==> config.mk <==
export PLATFORM = sky130hd
export DESIGN_NAME = dblg_ctrl
export DESIGN_NICKNAME = d
export VERILOG_FILES = /design/src/logic/dblg_pkg.sv /design/src/logic/dblg_term.sv /design/src/logic/dblg_ctrl.sv
export SDC_FILE = /design/constraint.sdc
export NUM_CORES = 1
export LEC_CHECK = 0
export BUFFER_PORTS_ARGS = -buffer_cell sky130_fd_sc_hd__buf_2
export CAP_MARGIN = 20
export CORE_ASPECT_RATIO = 1.5
export CORE_MARGIN = 5
export CORE_UTILIZATION = 56
export DETAILED_ROUTE_END_ITERATION = 16
export GPL_TIMING_DRIVEN = 0
export PLACE_DENSITY_LB_ADDON = 0.12
export REMOVE_ABC_BUFFERS = 1
export SLEW_MARGIN = 20
export SYNTH_ARGS = -nofsm -noshare
export SYNTH_HDL_FRONTEND = slang
export SYNTH_SLANG_ARGS = --single-unit
==> constraint.sdc <==
create_clock -name pclk -period 3.3 [get_ports pclk]
set_input_delay 0.165 -clock pclk [delete_from_list [all_inputs] [get_ports pclk]]
set_output_delay 0.165 -clock pclk [all_outputs]
set_load 0.05 [all_outputs]
==> src/logic/dblg_pkg.sv <==
// Functional notes
// - Gate phase codes pick clk90/180/270/0
// - Four two-bit phase fields, reset 0x1
// - Training, drift update, software write load phases
// - Global disable blocks drift phase updates
// - Latency codes 0..5 add cycles, 6/7 reserved
// - Training loads latency, software write overrides
// - Four three-bit latency fields, reset zero
// - Lead bit: termination two or one cycles early
// - Termination held 0..3 cycles after postamble
// - Data termination dynamic or constant per bit
// - Strobe termination dynamic or constant per bit
// - Write strobe drive select, reset 0x1
// - Complement strobe inverse; tristate when disabled
// - Strobe receiver powerdown ORed with common bit
package dblg_pkg;
  localparam logic [11:0] DBLG_GCR_OFS = 12'h280;
  localparam logic [11:0] DBLG_STR_OFS = 12'h254;
  localparam logic [11:0] DBLG_AUX_OFS = 12'h2A0;
  localparam int DBLG_RANKS = 4;
  localparam int DBLG_PHASE_LSB = 12;
  localparam int DBLG_LAT_LSB = 0;
  localparam logic [1:0] DBLG_PHASE_RST = 2'h1;
  localparam logic [2:0] DBLG_LAT_RST = 3'h0;
  localparam logic [2:0] DBLG_LAT_MAX = 3'h5;
  localparam int DBLG_LEAD_BIT = 13;
  localparam int DBLG_HOLD_LSB = 11;
  localparam int DBLG_DATA_DYNAMIC_TERM_EN_BIT = 10;
  localparam int DBLG_STROBE_DYNAMIC_TERM_EN_BIT = 9;
  localparam int DBLG_WSEL_LSB = 7;
  localparam int DBLG_RXPD_BIT = 6;
  localparam int DBLG_DATA_TERM_ENABLE_BIT = 2;
  localparam int DBLG_STROBE_TERM_ENABLE_BIT = 1;
  localparam logic [1:0] DBLG_WSEL_RST = 2'h1;
  localparam logic [4:0] DBLG_NOM_RL = 5'h5;
  localparam int DBLG_LEAD_FAR = 2;
  localparam int DBLG_LEAD_NEAR = 1;

  typedef struct packed {
    logic [1:0] phase_sel;
    logic [2:0] extra_lat;
  } dblg_rank_t;

  typedef struct packed {
    logic lead_sel;
    logic [1:0] hold_cyc;
    logic dq_dyn;
    logic dqs_dyn;
    logic [1:0] wsel;
    logic rx_pd;
    logic dq_odt;
    logic dqs_odt;
  } dblg_gcr_t;
endpackage

==> src/logic/dblg_term.sv <==
`timescale 1ns/10ps
module dblg_term (
  input wire logic pclk,
  input wire logic presetn,
  input wire logic read_start,
  input wire logic read_end,
  input wire logic lead_sel,
  input wire logic [1:0] hold_cyc,
  output logic rd_term
);
  import dblg_pkg::*;
  // ==========================================================
  // Read termination window
  typedef struct packed {
    logic [1:0] lead;
    logic active;
    logic [2:0] hold;
    logic out;
  } dblg_term_st_t;
  dblg_term_st_t st_reg, st_next;

  always_comb begin
    st_next = st_reg;
    if (st_reg.lead != 2'h0) begin
      st_next.lead = st_reg.lead - 2'h1;
      if (st_reg.lead == 2'h1) begin
        st_next.active = 1'b1;
      end
    end
    if (read_start) begin
      // Lead count chosen so term leads the preamble
      st_next.lead = lead_sel ? 2'(DBLG_LEAD_NEAR) : 2'(DBLG_LEAD_FAR);
      st_next.hold = 3'h0;
    end
    if (read_end && st_reg.active) begin
      st_next.hold = {1'b0, hold_cyc} + 3'h1;
    end
    if (st_reg.hold != 3'h0 && !read_end) begin
      st_next.hold = st_reg.hold - 3'h1;
      if (st_reg.hold == 3'h1) begin
        st_next.active = 1'b0;
      end
    end
    st_next.out = st_next.active;
  end

  always_ff @(posedge pclk or negedge presetn) begin
    if (!presetn) begin
      st_reg <= '0;
    end else begin
      st_reg <= st_next;
    end
  end
  assign rd_term = st_reg.out;

  term_drop_a: assert property (@(posedge pclk) disable iff (!presetn)
    (read_end && st_reg.active && hold_cyc == 2'h0 && !read_start) |=> ##1 !rd_term)
    else $error("termination not dropped after postamble");
  term_lead_a: assert property (@(posedge pclk) disable iff (!presetn)
    (read_start && lead_sel && !st_reg.active) |=> ##1 rd_term)
    else $error("near lead termination late");
endmodule

==> src/logic/dblg_ctrl.sv <==
`timescale 1ns/10ps
module dblg_ctrl (
  input wire logic pclk,
  input wire logic presetn,
  input wire logic psel,
  input wire logic penable,
  input wire logic pwrite,
  input wire logic [11:0] paddr,
  input wire logic [31:0] pwdata,
  output logic [31:0] prdata,
  output logic pready,
  output logic pslverr,
  input wire logic train_we,
  input wire logic [1:0] train_rank,
  input wire logic [1:0] train_phase,
  input wire logic [2:0] train_lat,
  input wire logic drift_we,
  input wire logic [1:0] drift_rank,
  input wire logic [1:0] drift_phase,
  input wire logic drift_upd_dis,
  input wire logic common_rx_powerdown,
  input wire logic read_cmd,
  input wire logic [1:0] read_rank,
  input wire logic read_done,
  input wire logic clk90_ph,
  input wire logic clk180_ph,
  input wire logic clk270_ph,
  input wire logic clk0_ph,
  input wire logic wr_clk_ph,
  input wire logic strobe_oe,
  output logic data_term,
  output logic strobe_term,
  output logic wr_strobe_o,
  output logic wr_strobe_n_o,
  output logic wr_strobe_oe_n,
  output logic read_strobe_rx_powerdown,
  output logic gate_en
);
  import dblg_pkg::*;

  // ==========================================================
  // State
  typedef struct packed {
    dblg_rank_t [DBLG_RANKS-1:0] rank;
    dblg_gcr_t gcr;
    logic [4:0] gate_cnt;
    logic [1:0] gate_rank;
    logic gate_arm;
    logic gate_win;
    logic [31:0] rdata;
    logic ready;
    logic err;
    logic dterm;
    logic sterm;
    logic ws;
    logic wsn;
    logic wsoe_n;
    logic rxpd;
    logic gate;
  } dblg_st_t;
  dblg_st_t st_reg, st_next;
  logic rd_term;

  function automatic logic [31:0] str_word(input dblg_rank_t [DBLG_RANKS-1:0] r);
    logic [31:0] w;
    w = '0;
    for (int i = 0; i < DBLG_RANKS; i++) begin
      w[DBLG_PHASE_LSB+2*i +: 2] = r[i].phase_sel;
      w[DBLG_LAT_LSB+3*i +: 3] = r[i].extra_lat;
    end
    return w;
  endfunction

  function automatic logic [31:0] gcr_word(input dblg_gcr_t g);
    logic [31:0] w;
    w = '0;
    w[DBLG_LEAD_BIT] = g.lead_sel;
    w[DBLG_HOLD_LSB +: 2] = g.hold_cyc;
    w[DBLG_DATA_DYNAMIC_TERM_EN_BIT] = g.dq_dyn;
    w[DBLG_STROBE_DYNAMIC_TERM_EN_BIT] = g.dqs_dyn;
    w[DBLG_WSEL_LSB +: 2] = g.wsel;
    w[DBLG_RXPD_BIT] = g.rx_pd;
    w[DBLG_DATA_TERM_ENABLE_BIT] = g.dq_odt;
    w[DBLG_STROBE_TERM_ENABLE_BIT] = g.dqs_odt;
    return w;
  endfunction

  // Reserved latency codes saturate to the top legal value
  function automatic logic [2:0] clamp_lat(input logic [2:0] v);
    return (v > DBLG_LAT_MAX) ? DBLG_LAT_MAX : v;
  endfunction

  function automatic logic phase_clk(input logic [1:0] s, input logic c90,
                                     input logic c180, input logic c270, input logic c0);
    logic r;
    r = c0;
    case (s)
      2'h0: r = c90;
      2'h1: r = c180;
      2'h2: r = c270;
      default: r = c0;
    endcase
    return r;
  endfunction

  dblg_term u_term (
    .pclk(pclk),
    .presetn(presetn),
    .read_start(read_cmd),
    .read_end(read_done),
    .lead_sel(st_reg.gcr.lead_sel),
    .hold_cyc(st_reg.gcr.hold_cyc),
    .rd_term(rd_term)
  );

  // ==========================================================
  // Next state
  always_comb begin
    logic setup;
    logic acc;
    logic [1:0] sel_ph;
    logic sel_clk;
    setup = 1'b0;
    acc = 1'b0;
    sel_ph = 2'h0;
    sel_clk = 1'b0;
    st_next = st_reg;
    setup = psel && !penable;
    acc = psel && penable && st_reg.ready;
    st_next.ready = setup;
    // Training first, then drift, software last so it wins
    if (train_we) begin
      st_next.rank[train_rank].phase_sel = train_phase;
      st_next.rank[train_rank].extra_lat = clamp_lat(train_lat);
    end
    if (drift_we && !drift_upd_dis) begin
      st_next.rank[drift_rank].phase_sel = drift_phase;
    end
    if (acc && pwrite && !st_reg.err) begin
      if (paddr == DBLG_STR_OFS) begin
        for (int i = 0; i < DBLG_RANKS; i++) begin
          st_next.rank[i].phase_sel = pwdata[DBLG_PHASE_LSB+2*i +: 2];
          st_next.rank[i].extra_lat = clamp_lat(pwdata[DBLG_LAT_LSB+3*i +: 3]);
        end
      end else if (paddr == DBLG_GCR_OFS) begin
        st_next.gcr.lead_sel = pwdata[DBLG_LEAD_BIT];
        st_next.gcr.hold_cyc = pwdata[DBLG_HOLD_LSB +: 2];
        st_next.gcr.dq_dyn = pwdata[DBLG_DATA_DYNAMIC_TERM_EN_BIT];
        st_next.gcr.dqs_dyn = pwdata[DBLG_STROBE_DYNAMIC_TERM_EN_BIT];
        st_next.gcr.wsel = pwdata[DBLG_WSEL_LSB +: 2];
        st_next.gcr.rx_pd = pwdata[DBLG_RXPD_BIT];
        st_next.gcr.dq_odt = pwdata[DBLG_DATA_TERM_ENABLE_BIT];
        st_next.gcr.dqs_odt = pwdata[DBLG_STROBE_TERM_ENABLE_BIT];
      end
    end
    if (setup) begin
      st_next.err = 1'b0;
      st_next.rdata = '0;
      if (paddr == DBLG_STR_OFS) begin
        st_next.rdata = str_word(st_reg.rank);
      end else if (paddr == DBLG_GCR_OFS) begin
        st_next.rdata = gcr_word(st_reg.gcr);
      end else if (paddr == DBLG_AUX_OFS) begin
        st_next.rdata = {24'h0, st_reg.gate_win, st_reg.gate_arm, st_reg.gate_rank,
                         st_reg.gate_cnt[3:0]};
      end else begin
        st_next.err = 1'b1;
      end
    end
    // Gate window: nominal latency plus rank extra, then phase clock
    if (read_cmd) begin
      st_next.gate_arm = 1'b1;
      st_next.gate_rank = read_rank;
      st_next.gate_cnt = DBLG_NOM_RL + {2'h0, st_reg.rank[read_rank].extra_lat};
    end else if (st_reg.gate_arm) begin
      if (st_reg.gate_cnt == 5'h0) begin
        st_next.gate_arm = 1'b0;
        st_next.gate_win = 1'b1;
      end else begin
        st_next.gate_cnt = st_reg.gate_cnt - 5'h1;
      end
    end
    if (read_done) begin
      st_next.gate_win = 1'b0;
    end
    sel_ph = st_reg.rank[st_reg.gate_rank].phase_sel;
    sel_clk = phase_clk(sel_ph, clk90_ph, clk180_ph, clk270_ph, clk0_ph);
    st_next.gate = st_reg.gate_win && sel_clk;
    st_next.dterm = st_reg.gcr.dq_dyn ? (rd_term && st_reg.gcr.dq_odt)
                                      : st_reg.gcr.dq_odt;
    st_next.sterm = st_reg.gcr.dqs_dyn ? (rd_term && st_reg.gcr.dqs_odt)
                                       : st_reg.gcr.dqs_odt;
    case (st_reg.gcr.wsel)
      2'h0: st_next.ws = 1'b0;
      2'h1: st_next.ws = !wr_clk_ph;
      2'h2: st_next.ws = wr_clk_ph;
      default: st_next.ws = 1'b1;
    endcase
    st_next.wsn = !st_next.ws;
    st_next.wsoe_n = !strobe_oe;
    st_next.rxpd = st_reg.gcr.rx_pd || common_rx_powerdown;
  end

  // ==========================================================
  // Registers
  always_ff @(posedge pclk or negedge presetn) begin
    if (!presetn) begin
      st_reg <= '0;
      for (int i = 0; i < DBLG_RANKS; i++) begin
        st_reg.rank[i].phase_sel <= DBLG_PHASE_RST;
        st_reg.rank[i].extra_lat <= DBLG_LAT_RST;
      end
      st_reg.gcr.dq_dyn <= 1'b1;
      st_reg.gcr.dqs_dyn <= 1'b1;
      st_reg.gcr.wsel <= DBLG_WSEL_RST;
      st_reg.wsoe_n <= 1'b1;
      // Complement starts high so the pair is inverse from the first edge
      st_reg.wsn <= 1'b1;
    end else begin
      st_reg <= st_next;
    end
  end

  assign prdata = st_reg.rdata;
  assign pready = st_reg.ready;
  assign pslverr = st_reg.ready && st_reg.err;
  assign data_term = st_reg.dterm;
  assign strobe_term = st_reg.sterm;
  assign wr_strobe_o = st_reg.ws;
  assign wr_strobe_n_o = st_reg.wsn;
  assign wr_strobe_oe_n = st_reg.wsoe_n;
  assign read_strobe_rx_powerdown = st_reg.rxpd;
  assign gate_en = st_reg.gate;

  // ==========================================================
  // Checks
  strobe_compl_a: assert property (@(posedge pclk) disable iff (!presetn)
    wr_strobe_n_o == !wr_strobe_o)
    else $error("complement strobe mismatch");
  strobe_oe_a: assert property (@(posedge pclk) disable iff (!presetn)
    !strobe_oe |=> wr_strobe_oe_n)
    else $error("strobe not released");
  rx_pd_a: assert property (@(posedge pclk) disable iff (!presetn)
    common_rx_powerdown |=> read_strobe_rx_powerdown)
    else $error("common powerdown ignored");
  lat_legal_a: assert property (@(posedge pclk) disable iff (!presetn)
    st_reg.rank[0].extra_lat <= DBLG_LAT_MAX && st_reg.rank[2].extra_lat <= DBLG_LAT_MAX)
    else $error("reserved latency stored");
  drift_block_a: assert property (@(posedge pclk) disable iff (!presetn)
    (drift_upd_dis && !train_we && !(psel && penable && pwrite))
      |=> $stable(st_reg.rank[0].phase_sel))
    else $error("phase changed while drift disabled");
  dq_static_a: assert property (@(posedge pclk) disable iff (!presetn)
    (!st_reg.gcr.dq_dyn && $stable(st_reg.gcr)) |=> data_term == $past(st_reg.gcr.dq_odt))
    else $error("static data termination wrong");
  dqs_dyn_a: assert property (@(posedge pclk) disable iff (!presetn)
    (st_reg.gcr.dqs_dyn && !rd_term) |=> !strobe_term)
    else $error("strobe termination outside read");
  gate_open_a: assert property (@(posedge pclk) disable iff (!presetn)
    (read_cmd && st_reg.rank[read_rank].extra_lat == 3'h0) ##1 (!read_cmd && !read_done) [*6]
      |=> st_reg.gate_win)
    else $error("gate window late");
  sw_wins_a: assert property (@(posedge pclk) disable iff (!presetn)
    (psel && penable && pready && pwrite && !pslverr && paddr == DBLG_STR_OFS)
      |=> st_reg.rank[0].phase_sel == $past(pwdata[13:12]))
    else $error("software phase write lost");
  phase_rst_a: assert property (@(posedge pclk) $rose(presetn) |-> st_reg.rank[2].phase_sel == DBLG_PHASE_RST)
    else $error("phase reset value wrong");
endmodule

Word level (Yosys, flattened, before mapping)
Index checks and enable logic that the tools add are counted.
- logic and storage cells: 146
- output and inout bits: 41
- flip-flop bits (word level): 86
- bitwise operators: 1
- add/sub/neg operators: 5
- order comparisons: 11
- equal/unequal tests: 11
- multiplexer cells: 50
- reductions and logical operators: 35
- operator list (cell ; number):
    20-bit 2-to-1 mux ; 4
    20-bit bitwise mux ; 3
    12-bit by 10-bit equality test with 1-bit output (second input constant) ; 3
    5-bit demux with 2-bit select ; 3
    3-bit 2-to-1 mux ; 10
    30-bit 2-to-1 mux ; 1
    5-bit 2-to-1 mux ; 6
    5-bit binary-select mux with 2-bit select ; 2
    10-bit 2-to-1 mux ; 2
    3-bit > comparator (second input constant) ; 5
    1-bit logical AND ; 14
    14-bit 2-to-1 mux ; 1
    2-bit by 3-bit < comparator with 1-bit output (second input constant) ; 4
    1-bit 2-to-1 mux ; 10
    2-bit nonzero test ; 5
    2-bit 2-to-1 mux ; 4
    8-bit 2-to-1 mux ; 1
    1-bit zero test ; 7
    2-bit by 1-bit equality test with 1-bit output (second input constant) ; 3
    1-bit one-hot mux with 3 select lines ; 2
    3-bit AND reduction ; 2
    3-bit nonzero test ; 2
    5-bit zero test ; 1
    5-bit by 1-bit subtractor with 5-bit output (second input constant) ; 1
    14 further kinds ; 17

Depth between registers and ports, before layout
Gate-level depths: netlist (run 1).
- depth in word-level cells: 11
- depth in mapped cells: 6
- gate-level depth less buffers: 6

Modules after synthesis
Synthesis (run 1) repeated with hierarchy kept, for this count alone.
- cells, all modules: 357
- area total of the unflattened synthesis: 4176.5 µm²
- by module, submodules not included (module ; area each (µm²) ; cells each ; times used ; sequential area each (µm²)):
    dblg_ctrl ; 3823.7 ; 321 ; 1 ; 1712.9
    dblg_term ; 352.8 ; 36 ; 1 ; 150.1

Worst setup path before layout (run 1)
OpenSTA, ideal clock, no wires.
- path kind: register to register
- from: register st_reg[45] (netlist name)
- to: register st_reg[46] (netlist name)
- setup time: 0.083 ns
- data required time: 3.217 ns
- period minus slack after synthesis: 1.879 ns
- stages on the path, launching flop included: 7
- data arrival time: 1.796 ns
- path buffers: 0
- path slack: 1.421 ns
- path through: dfrtp_1 inv_1 ha_1 or4b_2 nand2_1 mux2_2 o21ai_0
- cells in the longest elaborated chain, start to end: 4
- elaborated cells between the ends (all ways): 7
- those cells by class: add/sub: 1; eq/ne: 1; mux: 3; reduce/logical: 2
- RTL lines (element ; line ; RTL):
    from (decl) ; dblg_ctrl.sv:61 ; dblg_st_t st_reg, st_next;
    from (signal assigned) ; dblg_ctrl.sv:220 ; st_reg <= st_next;
    5-bit by 1-bit subtractor with 5-bit output ; dblg_ctrl.sv:180 ; st_next.gate_cnt = st_reg.gate_cnt - 5'h1;
    5-bit 2-to-1 mux ; dblg_ctrl.sv:176 ; if (st_reg.gate_cnt == 5'h0) begin
    5-bit 2-to-1 mux ; dblg_ctrl.sv:175 ; end else if (st_reg.gate_arm) begin
    5-bit 2-to-1 mux ; dblg_ctrl.sv:171 ; if (read_cmd) begin
Several ways; a longest one is shown, not always the timed one. The select of a mux whose other input is x is not followed.
A chain may end at the register's enable or synchronous reset.

==> results of run 1 <==
==> synth_stat cells, types with 3 or more instances <==
master | count | share of area
a21o_1 | 3 | 0.0056
a21oi_1 | 17 | 0.021
a221o_1 | 14 | 0.035
a22o_1 | 6 | 0.013
and2_1 | 10 | 0.016
buf_4 | 32 | 0.060
buf_6 | 3 | 0.0084
clkbuf_1 | 4 | 0.0037
dfrtp_1 | 65 | 0.40
dfstp_2 | 9 | 0.059
ha_1 | 6 | 0.019
inv_1 | 12 | 0.011
mux2_2 | 30 | 0.084
mux2_4 | 12 | 0.045
mux2i_1 | 18 | 0.045
mux4_2 | 5 | 0.028
nand2_1 | 13 | 0.012
nand2b_1 | 6 | 0.0093
nand3_1 | 6 | 0.0075
nand3b_1 | 4 | 0.0075
nor2_1 | 16 | 0.015
nor3_1 | 3 | 0.0037
o21ai_0 | 8 | 0.010
==> layer usage <==
metal,up-vias,global-route usage,wire length (um)
met4,0,0.112,341
met3,24,0.0419,428
met5,-,0,0
met2,94,0.384,4810
met1,1414,0.260,3680
li1,1343,-,-
==> area by class of cell <==
cell class | instances | area share
Multi-Input combinational cell | 222 | 0.401
Inverter | 13 | 0.0105
Clock inverter | 6 | 0.0195
Clock buffer | 10 | 0.0276
Sequential cell | 74 | 0.403
Tap cell | 78 | 0.0211
Timing Repair Buffer | 98 | 0.117
==> how the worst max path moves through the flow <==
stage	startpoint	endpoint	cells past startpoint
4_1_cts	paddr[1]	st_reg[64]	6
5_1_grt	st_reg[45]	st_reg[46]	6
2_1_floorplan	paddr[1]	prdata[10]	3
3_3_place_gp	penable	prdata[8]	4
3_5_place_dp	paddr[1]	st_reg[64]	6
6_report	paddr[1]	st_reg[64]	6
==> worst max-delay path, stage by stage <==
cell and delay [ps]:
buf_2 90, or4b_4 550, or2_4 280, nor4_4 620
buf_6 260, mux2_4 310
==> power groups by stage <==
stage / Combinational, mW / Clock (mW) / Sequential (mW)
2_1_floorplan: 0.388 / 0 / 1.11
5_1_grt: 0.610 / 0.828 / 1.14
4_1_cts: 0.549 / 0.787 / 1.13
3_3_place_gp: 0.517 / 0 / 1.14
6_report: 0.545 / 0.773 / 1.13
3_5_place_dp: 0.539 / 0 / 1.14
==> cells by family (layout without fill, tap and decap cells) <==
logic type	Yosys count	after routing
AOI/OAI and AO/OA	58	58
xor gates and xnor gates	3	3
adders and majority gates	6	6
buffers and inverters	54	127
DFF	74	74
muxes	65	65
other	1	12
and+or+nand+nor	78	78
==> impl_metrics.tcl, run 1 <==
set metrics [dict create \
    num_io_pins 115 \
    p_leak_nw 2.30 \
    rows 37 \
    path_max_fanout 8 \
    synth.distinct_cells 54 \
    layout_common_cells "buf_2 (91), dfrtp_1 (65), mux2_2 (30)" \
    synthFlopType "dfrtp_1" \
    finalMaxSlewViolations 0 \
    drtIter0Drc 136 \
    r2r-start "st_reg[45]" \
    nets 498 \
    fin_crit_sh 0.619 \
    cts_resized 0 \
    hold_buffers 3 \
    routedWlPerCell_um 18.5 \
    antenna_cells 0 \
    fmax_ghz 0.490 \
    final-setup-viol-count 0 \
    ir_drop_mv 0.306 \
    synth_compound_area_frac 0.104 \
    p_per_area_nw_per_um2 528 \
    grt.total_usage 0.222 \
    clock_path_buffers 2 \
    cts-root-buf "clkbuf_8" \
    netlist_area_um2 4020 \
    cell_internal_pwr_mw 1.71 \
    via_count 2875 \
    cts.clk_slew.worst_paths_ps 70 \
    critPathKind "in -> reg" \
    hold-worst-slack_ps 13.2 \
    gp_congestion 0.785 \
    critPathLaunchType "input port" \
    holdPathStages 2 \
    grt_setup_unrepaired "false" \
    swShare 0.299 \
    multi_input_area_um2 1860 \
    drive_above_1_share 0.416 \
    dp_hpwl_um 7060 \
    synthXorXnorAreaFrac 0.00654 \
    hold_violations 0 \
    clkLatencyLatePin_ps 350 \
    final_area_um2 4630 \
    synthAdderAreaFrac 0.0187 \
    stdcell_count 501 \
    end_kind "flip-flop" \
    final_common_cell "buf_2" \
    synth_simple_gate_area_frac 0.119 \
    synth_edf_count 0 \
    synth_top_family_by_area "multiplexers" \
    syn_inst 339 \
    final.setup.worst_slack_ps 1260 \
    hold_path_end "wr_strobe_n_o" \
    antenna_found_initial 0 \
    die_area_um2 9010 \
    ys_seq_area_frac 0.463 \
    regArea_um2 1860 \
    muxShareOfSynthArea 0.202 \
    synth_seq_cells 74 \
    largest_reg_flops 40 \
    tightest_slew_ps 1030 \
    cts_buffers 9 \
    post-cts-setup-buffers 0 \
    area_growth_pct 15.1 \
    final_util 0.666 \
    fill_cells 585 \
    cp.arrival_ps 2280 \
    portBuffers 90 \
    grt-ovfl-total 0 \
    required_ps 3540 \
    r2r_cells 6 \
    tritoncts "done" \
    dpl.cell_count 482 \
    drc 0 \
    wl_um 9260 \
    synthArstFlopShare 1.00 \
    max_slew_margin 0.313 \
    grt_pass1_vias 3115 \
    power_frac_clock 0.316 \
    total_power_mw 2.44 \
    status "complete, no violations" \
    cts.htree.levels 3 \
    die_h_um 114 \
    fin_crit_ps 2040 \
    dieWidth_um 79.2 \
    clock-sinks 74 \
    coreArea_um2 6940 \
    r2r_setup_slack_ps 1270 \
    setup_tns_ps 0 \
    grt_pass1_wl_um 15200 \
    p_switching_mw 0.730 \
    r2r-end "st_reg[46]" \
    via_per_inst 5.74 \
    pre_cts_ws_ps 905 \
    comb_power_share 0.223 \
    fin_worst_skew_ps 6.59 \
    seqPwrFrac 0.461 \
    ys_warn_count 0 \
    hp-class "in -> reg" \
    final_antenna_net_count 0 \
    syn_avg_cell_area_um2 11.9 \
    grt_max_degree 57 \
    start_util 0.579 \
    hp-start "wr_clk_ph" \
    drv_cap 0 \
    firstDrtPassIters 4 \
    dpl_cell_area_um2 4380 \
]
(Power assumes the default switching activity.)
==> run 2: changes to the inputs <==
CORE_UTILIZATION = 52   (was 56)
clock period = 2.13 ns   (was 3.3 ns; I/O delays follow)
==> run 2 against run 1 <==
  * Final cell count rose by 5.6%
  * Clock power up 110%
  * Critical endpoint is now st_reg[46]
  * Largest cell class unchanged
  * Highest routed layer unchanged
  * Non-clock buffer count up 4
  * Die area is 6.9% higher
  * Critical path depth unchanged
==> impl_metrics.tcl, run 2 (synthesis gave the netlist of run 1 again) <==
set metrics [dict create \
    status "complete, no violations" \
    firstDrtPassIters 4 \
    ir_drop_mv 0.633 \
    fin_crit_ps 1970 \
    antenna_cells 0 \
    fin_crit_sh 0.926 \
    final_antenna_net_count 0 \
    swShare 0.273 \
    wl_um 9260 \
    r2r-start "st_reg[45]" \
    holdPathStages 2 \
    dp_hpwl_um 7210 \
    cell_internal_pwr_mw 3.05 \
    num_io_pins 115 \
    via_count 2837 \
    fmax_ghz 0.507 \
    r2r_cells 6 \
    comb_power_share 0.200 \
    critPathKind "reg -> reg" \
    crit_slowest_cell "or4b_2" \
    drv_cap 0 \
    seqPwrFrac 0.417 \
    antenna_found_initial 0 \
    clkLatencyLatePin_ps 330 \
    power_frac_clock 0.382 \
    grt_max_degree 49 \
    gp_congestion 0.829 \
    cp_cell_sequence "inv_1, ha_1, or4b_2, nand2_1, mux2_2, o21ai_0" \
    grt.total_usage 0.204 \
    r2r_setup_slack_ps 160 \
    grt_setup_unrepaired "false" \
    layout_common_cells "buf_2 (91), dfrtp_1 (65), mux2_2 (30)" \
    nets 502 \
    area_growth_pct 19.4 \
    grt_pass1_vias 2949 \
    tritoncts "done" \
    p_switching_mw 1.14 \
    hp-class "in -> reg" \
    portBuffers 90 \
    die_area_um2 9630 \
    p_per_area_nw_per_um2 874 \
    drc 0 \
    critPathLaunchType "flip-flop" \
    required_ps 2380 \
    final_common_cell "buf_2" \
    coreArea_um2 7560 \
    largest_reg_flops 40 \
    p_leak_nw 2.37 \
    die_h_um 118 \
    cts.htree.levels 3 \
    grt-ovfl-total 0 \
    drtIter0Drc 159 \
    total_power_mw 4.20 \
    drive_above_1_share 0.412 \
    start_util 0.532 \
    clock_path_buffers 2 \
    tightest_slew_ps 1020 \
    max_slew_margin 0.320 \
    hold_violations 0 \
    endpoint "st_reg[46]" \
    critPathMaxStageDelay_ps 600 \
    fin_worst_skew_ps 8.47 \
    cp.arrival_ps 2230 \
    cts.clk_slew.worst_paths_ps 60 \
    setup_tns_ps 0 \
    dieWidth_um 81.8 \
    dpl.cell_count 506 \
    cts-root-buf "clkbuf_16" \
    stdcell_count 529 \
    post-cts-setup-buffers 0 \
    via_per_inst 5.36 \
    finalMaxSlewViolations 0 \
    grt_pass1_wl_um 14700 \
    clock-sinks 74 \
    path_max_fanout 3 \
    end_kind "flip-flop" \
    startpoint "st_reg[45]" \
    rows 39 \
    cts_buffers 9 \
    r2r-end "st_reg[46]" \
    routedWlPerCell_um 17.5 \
    final-setup-viol-count 0 \
]
run 2: metal layers:
metal  GRT usage  vias up  routed length, um
li1            -     1360                  -
met1       0.238     1397               3620
met2       0.353       68               5040
met3      0.0413       12                404
met4      0.0811        0                202
met5           0        -                  0
run 2: metrics by stage:
step / instance area, um^2 / hold WS (ps) / util / setup slack (ps)
2_1_floorplan: 3760 / -189 / - / -478
5_1_grt: 4800 / 4.61 / 0.635 / 0.923
4_1_cts: 4800 / 0.158 / 0.635 / 147
3_5_place_dp: 4410 / 52.7 / 0.583 / -192
3_3_place_gp: 4340 / 217 / 0.574 / -2050
6_report: 4800 / 13.2 / 0.635 / 157
run 2: final cells by class:
class                           instances  area [um^2]
Clock buffer                           11          243
Clock inverter                          5         78.8
Fill cell                             618         2760
Inverter                               13         48.8
Multi-Input combinational cell        222         1860
Sequential cell                        74         1860
Tap cell                              102          128
Timing Repair Buffer                  102          583
run 2: critical path: cells and delay by family, from the launching register on:
kind / cells / cell delay, ps
and+or+nand+nor: 2 / 750
adders and majority gates: 1 / 180
AOI/OAI and AO/OA: 1 / 130
buffers and inverters: 1 / 120
muxes: 1 / 340
DFF: 1 / 380
run 2: how the worst min path moves through the flow:
stage | endpoint | slack, ps | start
floorplan | data_term | -190 | presetn
global placement | wr_strobe_oe_n | 220 | strobe_oe
detailed placement | read_strobe_rx_powerdown | 50 | presetn
CTS | st_reg[74] | 0.2 | pwdata[17]
global route | st_reg[74] | 5 | pwdata[17]
finish | st_reg[74] | 10 | pwdata[17]
run 2: power groups by stage:
stage | Clock [mW] | Sequential (mW) | Combinational, mW
after floorplan | 0 | 1.72 | 0.601
after global placement | 0 | 1.77 | 0.804
after detailed placement | 0 | 1.78 | 0.835
after CTS | 1.64 | 1.75 | 0.849
after global routing | 1.69 | 1.77 | 0.938
final | 1.61 | 1.75 | 0.841
run 2: repair_timing:
action / 4_1_cts / 5_1_grt
hold endpoints to repair: 32 / 0
hold buffers: 7 / 0
gates resized for setup: 0 / 0
